File: src/pkg/ifmv_map.svh
// Register offsets, field positions, reset values and vector constants
`ifndef IFMV_MAP_SVH
`define IFMV_MAP_SVH
`define IFMV_OFS_FLAGS0 8'hF0
`define IFMV_OFS_FLAGS1 8'hF1
`define IFMV_OFS_MASK0 8'hF2
`define IFMV_OFS_MASK1 8'hF3
`define IFMV_OFS_GLOBAL 8'hF4
`define IFMV_OFS_VECTOR 8'hF5
`define IFMV_BIT_D3 3
`define IFMV_RST_MASK 3'h0
`define IFMV_RST_CARRIER 1'h1
`define IFMV_PAGE 4'h1
`define IFMV_STEP_HI 4'h0
`endif

File: src/pkg/ifmv_pkg.sv
// Types shared by the interrupt flag, mask and vector block
package ifmv_pkg;
  typedef enum logic [1:0] {
    IFMV_RUN,
    IFMV_HALT
  } ifmv_core_t;
endpackage

File: src/design/ifmv_top.sv
// Interrupt flags, masks, global enable, vector and halt release
//
// Behaviour
// - Six sources, two ports, three timer taps, remote, each individually masked.
// - Disable instruction clears the global flag, blocking every request.
// - Accepted interrupt releases halt; halt with all disabled needs watchdog reset.
// - Port-0 flag sets on any falling edge of the four port-0 lines.
// - Port-1 flag sets on any falling edge of the four port-1 lines.
// - Remote flag sets when the interval counter borrows to fifteen.
// - 32 Hz flag sets on falling edge of the 32 Hz tap.
// - 8 Hz flag sets on falling edge of the 8 Hz tap.
// - 2 Hz flag sets on falling edge of the 2 Hz tap.
// - Flags are read-only and reading an address clears all its flags.
// - Request when mask, flag and global enable are all one.
// - Reset clears masks, flags, forced output, timer run; carrier on.
// - Vector loads page one, upper eight bits fixed, step one to fifteen.
// - Low four step bits show port-0, port-1, remote and any timer.
// - Timers share one vector bit; software reads flags to tell rates.
// - Port-0 plus timer gives step nine, remote alone gives four.
// - No hardware priority among simultaneous sources.
// - Acceptance clears the global flag, leaving interrupts disabled.
// - Writing one to watchdog clear bit pulses a clear, stores nothing.
// - Timer run bit runs or stops timer; forced remote output bit.
// - Requests are level sensitive and retaken while flag and mask stay set.
//
// The implementer's own choice: register access over Wishbone.
`timescale 1ns/10ps
`default_nettype none
`include "ifmv_map.svh"

module ifmv_top
  import ifmv_pkg::*;
(
  input wire logic clk_i,
  input wire logic rst_i,
  input wire logic [7:0] wb_adr_i,
  input wire logic [3:0] wb_dat_i,
  output logic [3:0] wb_dat_o,
  input wire logic wb_we_i,
  input wire logic [0:0] wb_sel_i,
  input wire logic wb_cyc_i,
  input wire logic wb_stb_i,
  output logic wb_ack_o,
  input wire logic [3:0] port0_inputs_i,
  input wire logic [3:0] port1_inputs_i,
  input wire logic tap_32hz_i,
  input wire logic tap_8hz_i,
  input wire logic tap_2hz_i,
  input wire logic remote_borrow_i,
  input wire logic di_exec_i,
  input wire logic ei_exec_i,
  input wire logic halt_exec_i,
  input wire logic accept_ready_i,
  output logic irq_o,
  output logic accept_o,
  output logic [11:0] vector_o,
  output logic halted_o,
  output logic watchdog_clear_o,
  output logic timer_run_o,
  output logic forced_remote_output_o,
  output logic carrier_generator_on_o
);
  import ifmv_pkg::*;

  // ****************************************
  // Bus decode
  // ****************************************
  logic ack_q;
  logic [3:0] dat_q;
  wire access_w = wb_cyc_i && wb_stb_i && !ack_q;
  // Writes land on the edge where the master samples ack high
  wire done_w = wb_cyc_i && wb_stb_i && ack_q;
  wire wr_w = done_w && wb_we_i && wb_sel_i[0];
  wire rd_w = access_w && !wb_we_i;
  wire sel_f0 = wb_adr_i == `IFMV_OFS_FLAGS0;
  wire sel_f1 = wb_adr_i == `IFMV_OFS_FLAGS1;
  wire sel_m0 = wb_adr_i == `IFMV_OFS_MASK0;
  wire sel_m1 = wb_adr_i == `IFMV_OFS_MASK1;
  wire sel_gl = wb_adr_i == `IFMV_OFS_GLOBAL;
  wire sel_vc = wb_adr_i == `IFMV_OFS_VECTOR;
  wire rd_clr0 = rd_w && sel_f0;
  wire rd_clr1 = rd_w && sel_f1;

  // ****************************************
  // Edge detection
  // ****************************************
  logic [3:0] p0_q;
  logic [3:0] p1_q;
  logic [2:0] tap_q;
  wire [2:0] tap_w = {tap_2hz_i, tap_8hz_i, tap_32hz_i};
  wire p0_fall = |(p0_q & ~port0_inputs_i);
  wire p1_fall = |(p1_q & ~port1_inputs_i);
  wire [2:0] tap_fall = tap_q & ~tap_w;

  // ****************************************
  // Flags and masks
  // ****************************************
  logic [2:0] flag0_q;
  logic [2:0] flag1_q;
  logic [2:0] mask0_q;
  logic [2:0] mask1_q;
  logic global_q;
  logic forced_q;
  logic carrier_q;
  logic run_q;
  logic wdc_q;
  wire [2:0] set0 = {remote_borrow_i, p1_fall, p0_fall};
  // Set wins over the read clear so an event is never lost
  wire [2:0] flag0_d = (rd_clr0 ? 3'h0 : flag0_q) | set0;
  wire [2:0] flag1_d = (rd_clr1 ? 3'h0 : flag1_q) | tap_fall;
  wire [2:0] act0 = flag0_q & mask0_q;
  wire [2:0] act1 = flag1_q & mask1_q;
  wire pending = |{act0, act1};
  wire req_w = pending && global_q;
  wire take_w = req_w && accept_ready_i && !accept_o;
  // One timer bit for all three rates, no priority encoding
  wire [3:0] step_w = {|act1, act0};

  // ****************************************
  // Core state
  // ****************************************
  ifmv_core_t state_q;
  ifmv_core_t state_d;
  logic halted_q;
  always_comb begin
    state_d = state_q;
    case (state_q)
      IFMV_RUN: begin
        if (halt_exec_i) begin
          state_d = IFMV_HALT;
        end
      end
      IFMV_HALT: begin
        // With everything disabled only a watchdog reset leaves halt
        if (take_w) begin
          state_d = IFMV_RUN;
        end
      end
      default: begin
        state_d = IFMV_RUN;
      end
    endcase
  end

  // ****************************************
  // Read data
  // ****************************************
  logic [3:0] rdata_w;
  always_comb begin
    rdata_w = 4'h0;
    if (sel_f0) begin
      rdata_w = {forced_q, flag0_q};
    end else if (sel_f1) begin
      rdata_w = {1'b0, flag1_q};
    end else if (sel_m0) begin
      rdata_w = {carrier_q, mask0_q};
    end else if (sel_m1) begin
      rdata_w = {run_q, mask1_q};
    end else if (sel_gl) begin
      rdata_w = {3'h0, global_q};
    end else if (sel_vc) begin
      rdata_w = vector_o[3:0];
    end
  end

  // ****************************************
  // Registers
  // ****************************************
  always_ff @(posedge clk_i) begin
    if (rst_i) begin
      ack_q <= 1'b0;
      dat_q <= 4'h0;
      p0_q <= 4'hF;
      p1_q <= 4'hF;
      tap_q <= 3'h0;
      flag0_q <= 3'h0;
      flag1_q <= 3'h0;
      mask0_q <= `IFMV_RST_MASK;
      mask1_q <= `IFMV_RST_MASK;
      global_q <= 1'b0;
      forced_q <= 1'b0;
      carrier_q <= `IFMV_RST_CARRIER;
      run_q <= 1'b0;
      wdc_q <= 1'b0;
      state_q <= IFMV_RUN;
      halted_q <= 1'b0;
      irq_o <= 1'b0;
      accept_o <= 1'b0;
      vector_o <= 12'h000;
    end else begin
      ack_q <= access_w;
      dat_q <= rd_w ? rdata_w : 4'h0;
      p0_q <= port0_inputs_i;
      p1_q <= port1_inputs_i;
      tap_q <= tap_w;
      flag0_q <= flag0_d;
      flag1_q <= flag1_d;
      wdc_q <= wr_w && sel_f1 && wb_dat_i[`IFMV_BIT_D3];
      if (wr_w && sel_f0) begin
        forced_q <= wb_dat_i[`IFMV_BIT_D3];
      end
      if (wr_w && sel_m0) begin
        mask0_q <= wb_dat_i[2:0];
        carrier_q <= wb_dat_i[`IFMV_BIT_D3];
      end
      if (wr_w && sel_m1) begin
        mask1_q <= wb_dat_i[2:0];
        run_q <= wb_dat_i[`IFMV_BIT_D3];
      end
      // Accept outranks enable; the core re-enables after service
      if (take_w || di_exec_i) begin
        global_q <= 1'b0;
      end else if (ei_exec_i || (wr_w && sel_gl)) begin
        global_q <= ei_exec_i ? 1'b1 : wb_dat_i[0];
      end
      state_q <= state_d;
      halted_q <= state_d == IFMV_HALT;
      irq_o <= req_w;
      accept_o <= take_w;
      if (take_w) begin
        vector_o <= {`IFMV_PAGE, `IFMV_STEP_HI, step_w};
      end
    end
  end

  assign wb_ack_o = ack_q;
  assign wb_dat_o = dat_q;
  assign halted_o = halted_q;
  assign watchdog_clear_o = wdc_q;
  assign timer_run_o = run_q;
  assign forced_remote_output_o = forced_q;
  assign carrier_generator_on_o = carrier_q;
endmodule
`default_nettype wire

File: config.mk
export PLATFORM = sky130hd
export DESIGN_NAME = ifmv_top
export DESIGN_NICKNAME = d
export VERILOG_FILES = /design/src/pkg/ifmv_pkg.sv /design/src/design/ifmv_top.sv
export VERILOG_INCLUDE_DIRS = /design/src /design/src/pkg
export SDC_FILE = /design/constraint.sdc
export NUM_CORES = 1
export LEC_CHECK = 0
export BUFFER_PORTS_ARGS = -buffer_cell sky130_fd_sc_hd__buf_2
export CORE_UTILIZATION = 45
export DETAILED_ROUTE_END_ITERATION = 7
export PLACE_DENSITY = 0.83
export SYNTH_ARGS = -nofsm -noshare
export SYNTH_HDL_FRONTEND = slang
export SYNTH_SLANG_ARGS = --single-unit
File: constraint.sdc
create_clock -name clk_i -period 1.4 [get_ports clk_i]
set_input_delay 0.28 -clock clk_i [delete_from_list [all_inputs] [get_ports clk_i]]
set_output_delay 0.28 -clock clk_i [all_outputs]
set_load 0.05 [all_outputs]
==> results.md <==
* Final Hold Vio Count at 0
* DRC at 0
* Die width at ~66 um
* Violation count after the first detailed-routing iteration at 164
* Largest net degree at the start of global routing at 15
* Ys flop type: dfxtp_1
* Synth Instances at around 190
* Final net count at roughly 320
* IO Port Bufs at 50
* Synth Area per Inst at 9.58 sq um
* Worst-case clock skew at 0.00945 ns
* Hold depth at 3
* Worst R2R Setup Slack at -0.02 ns
* Post-DP HPWL at 3480 um
* GR peak layer: met2
* Area growth syn-to-layout at 43.3%
* Largest buffer count on any clock path at 2
* Startpoint types: input port
* Core box area at about 3800 sq um
* Drt pass-1 iters at 4
* Global routing met2 resource utilization at 0.390
* GPL Wtd Cong at 0.936
* Hold slack at 0.152 ns
* Worst R2R Start: flag1_q[0]
* Placed Cells at between 300 and 400
* Post-synthesis register bit count at 43
* Synth unique cells at 45
* CTS Buf Count at 5
* Antenna diodes at 0
* Worst Hold Class: in -> reg
* Grt ovf at 0
* Boundary pin count at 58
* M3 GR Usage at 0.0483
* GR Util met1 at 0.276
* Worst Hold Launch: port0_inputs_i[2]
* Hold EP: p0_q[2]
* Most common cell after layout, fill and taps aside: buf_2
* Max FO, Critical Path at 2
* Die Ht at 65.8 um
* PD cells at around 910 nW/um^2
* Initial core utilization at 0.485
* Reg2reg path depth at 4
* Vias in the first global route at 1,556
* Fin crit period at 1.45 ns
* Initial antenna violation count at 0
* Vias/cell at around 5.4
* # hold bufs at CTS at 0
* Setup violators final at 3
* Htree depth at 2
* Via count at 1,767
* R2R Path End: state_q[0]
* Peak VDD IR at 0.742 mV
* Finished Layout Cells at 330
* GRT Total Usage at 0.227
* DR WL/cell at 14.5 um
* First-pass GRT wire length at 7190 um
* Slack of the critical path at -0.0524 ns
* CTS Root Cell: clkbuf_8
* Cell Area, Synth at 1830 sq um
* EDFF count, synth at 0
* Sequential share of the synthesized area at 0.470
* CP Capture Type: flip-flop
* Clock Sinks at 43
* Fill count at approximately 290
* Max-cap viol count at 0
* Max Slew Vio Count at 0
* Max Freq at approximately 0.69 GHz
* Share of cells above drive strength 1 at 0.440
* Most frequent cells in the layout: buf_2, dfxtp_1, buf_4, nor2_1, inv_1
* Setup CP Type: in -> reg
* Post-Route WL at ~4800 um
* Async SR Flop Fraction at 0
* Final core occ at 0.695
* YS warnings at 0
* RSZ-0062 raised after global routing: yes
* Rows at 22
* Critical Path AT at 1.67 ns
* P_leak at 1.23 nW
* Post-route ant nets at 0
* WP data required at 1.62 ns
* Worst-path clk slew at 0.09 ns
* Status: finished with violations
* Total power at 2.40 mW
* CTS tree: done
* Clk_lat worst skew at 0.30 ns
* Fin crit share at 1.04
* Violated checks: setup timing
* Die area at 4330 sq um
[logic make-up (layout without fill, tap and decap cells)]
logic type,after synthesis,after routing,share of synthesized area
multiplexers,11,11,0.0608
AO/OA/AOI/OAI,33,33,0.156
AND/OR/NAND/NOR,77,77,0.243
other,1,8,0.00205
flip-flops,43,43,0.470
buffers and inverters,26,110,0.0677
[what timing repair did]
| item | CTS | global route |
|---|---|---|
| hold endpoints to repair | 0 | 0 |
| setup endpoints to repair | 12 | 21 |
| pin swaps | 5 | 10 |
| gates resized for setup | 8 | 20 |
| buffers inserted | 1 | 2 |
[where the power goes]
part | leakage (nW) | switching, mW | internal (mW) | total, mW
Combinational | 0.830 | 0.190 | 0.142 | 0.331
Sequential | 0.353 | 0.0193 | 1.26 | 1.28
Clock | 0.0445 | 0.438 | 0.348 | 0.787
[synthesized netlist by cell type (2+ instances only)]
master | instances | area share
a21oi_1 | 5 | 0.014
nand2b_1 | 2 | 0.0068
a221oi_1 | 5 | 0.024
nor2_1 | 24 | 0.049
buf_4 | 7 | 0.029
o2bb2ai_1 | 2 | 0.0096
nand3_1 | 2 | 0.0055
and3b_1 | 3 | 0.014
and2_1 | 2 | 0.0068
nand4b_1 | 2 | 0.0096
and3_1 | 3 | 0.010
nand3b_1 | 2 | 0.0082
a22o_1 | 3 | 0.014
nor4_4 | 2 | 0.023
inv_1 | 12 | 0.025
o22ai_1 | 3 | 0.010
a2111oi_2 | 2 | 0.016
mux2i_1 | 10 | 0.055
a32o_1 | 3 | 0.016
dfxtp_1 | 43 | 0.47
o32ai_1 | 2 | 0.0096
nand2_1 | 11 | 0.023
nor3_1 | 4 | 0.011
or2_2 | 5 | 0.017
nor2b_1 | 4 | 0.014
clkbuf_1 | 7 | 0.014
nor4_1 | 3 | 0.010
[per-layer routing]
layer / wire [um] / vias to the layer above
met3: 281 / 9
met4: 95 / 0
met5: 0 / -
met2: 2330 / 75
met1: 2090 / 831
li1: - / 852
[worst max path at each step]
stage	from	endpoint	slack [ns]	cells after the start
2_1_floorplan	flag1_q[0]	halted_o	-0.13	3
3_3_place_gp	wb_adr_i[0]	global_q	-0.32	6
3_5_place_dp	wb_adr_i[0]	global_q	-0.35	6
4_1_cts	mask1_q[0]	vector_o[3]	-0.05	6
5_1_grt	flag1_q[0]	state_q[0]	-0.09	4
6_report	wb_adr_i[3]	global_q	-0.05	6
[area by class of cell]
cell class	instances	area, sq um	share of cell area
Clock buffer	5	68.8	0.0262
Clock inverter	3	18.8	0.00716
Inverter	12	45.0	0.0172
Multi-Input combinational cell	129	966	0.368
Sequential cell	43	866	0.330
Tap cell	48	60.1	0.0229
Timing Repair Buffer	90	598	0.228
[state kept, by name, summed over array words and instances, names as in the netlist, 2 cells and up]
name      count
vector_o      5
state_q       2
p1_q          4
tap_q         3
mask1_q       3
mask0_q       3
p0_q          4
flag1_q       3
wb_dat_o      4
flag0_q       3
[metrics by stage]
step	cell area, sq um	setup TNS [ns]	setup WS [ns]
6_report	2620	-0.0752	-0.0524
5_1_grt	2620	-0.835	-0.0950
4_1_cts	2510	-0.216	-0.0544
3_5_place_dp	2380	-4.26	-0.348
3_3_place_gp	2380	-3.83	-0.323
2_1_floorplan	1870	-0.843	-0.132
[critical path, stage by stage]
cell and delay [ns]:
buf_6 0.09, nand4b_1 0.30, nor4_4 0.33, buf_4 0.15, mux2_4 0.31, nor4_4 0.21
(Power assumes the default switching activity.)
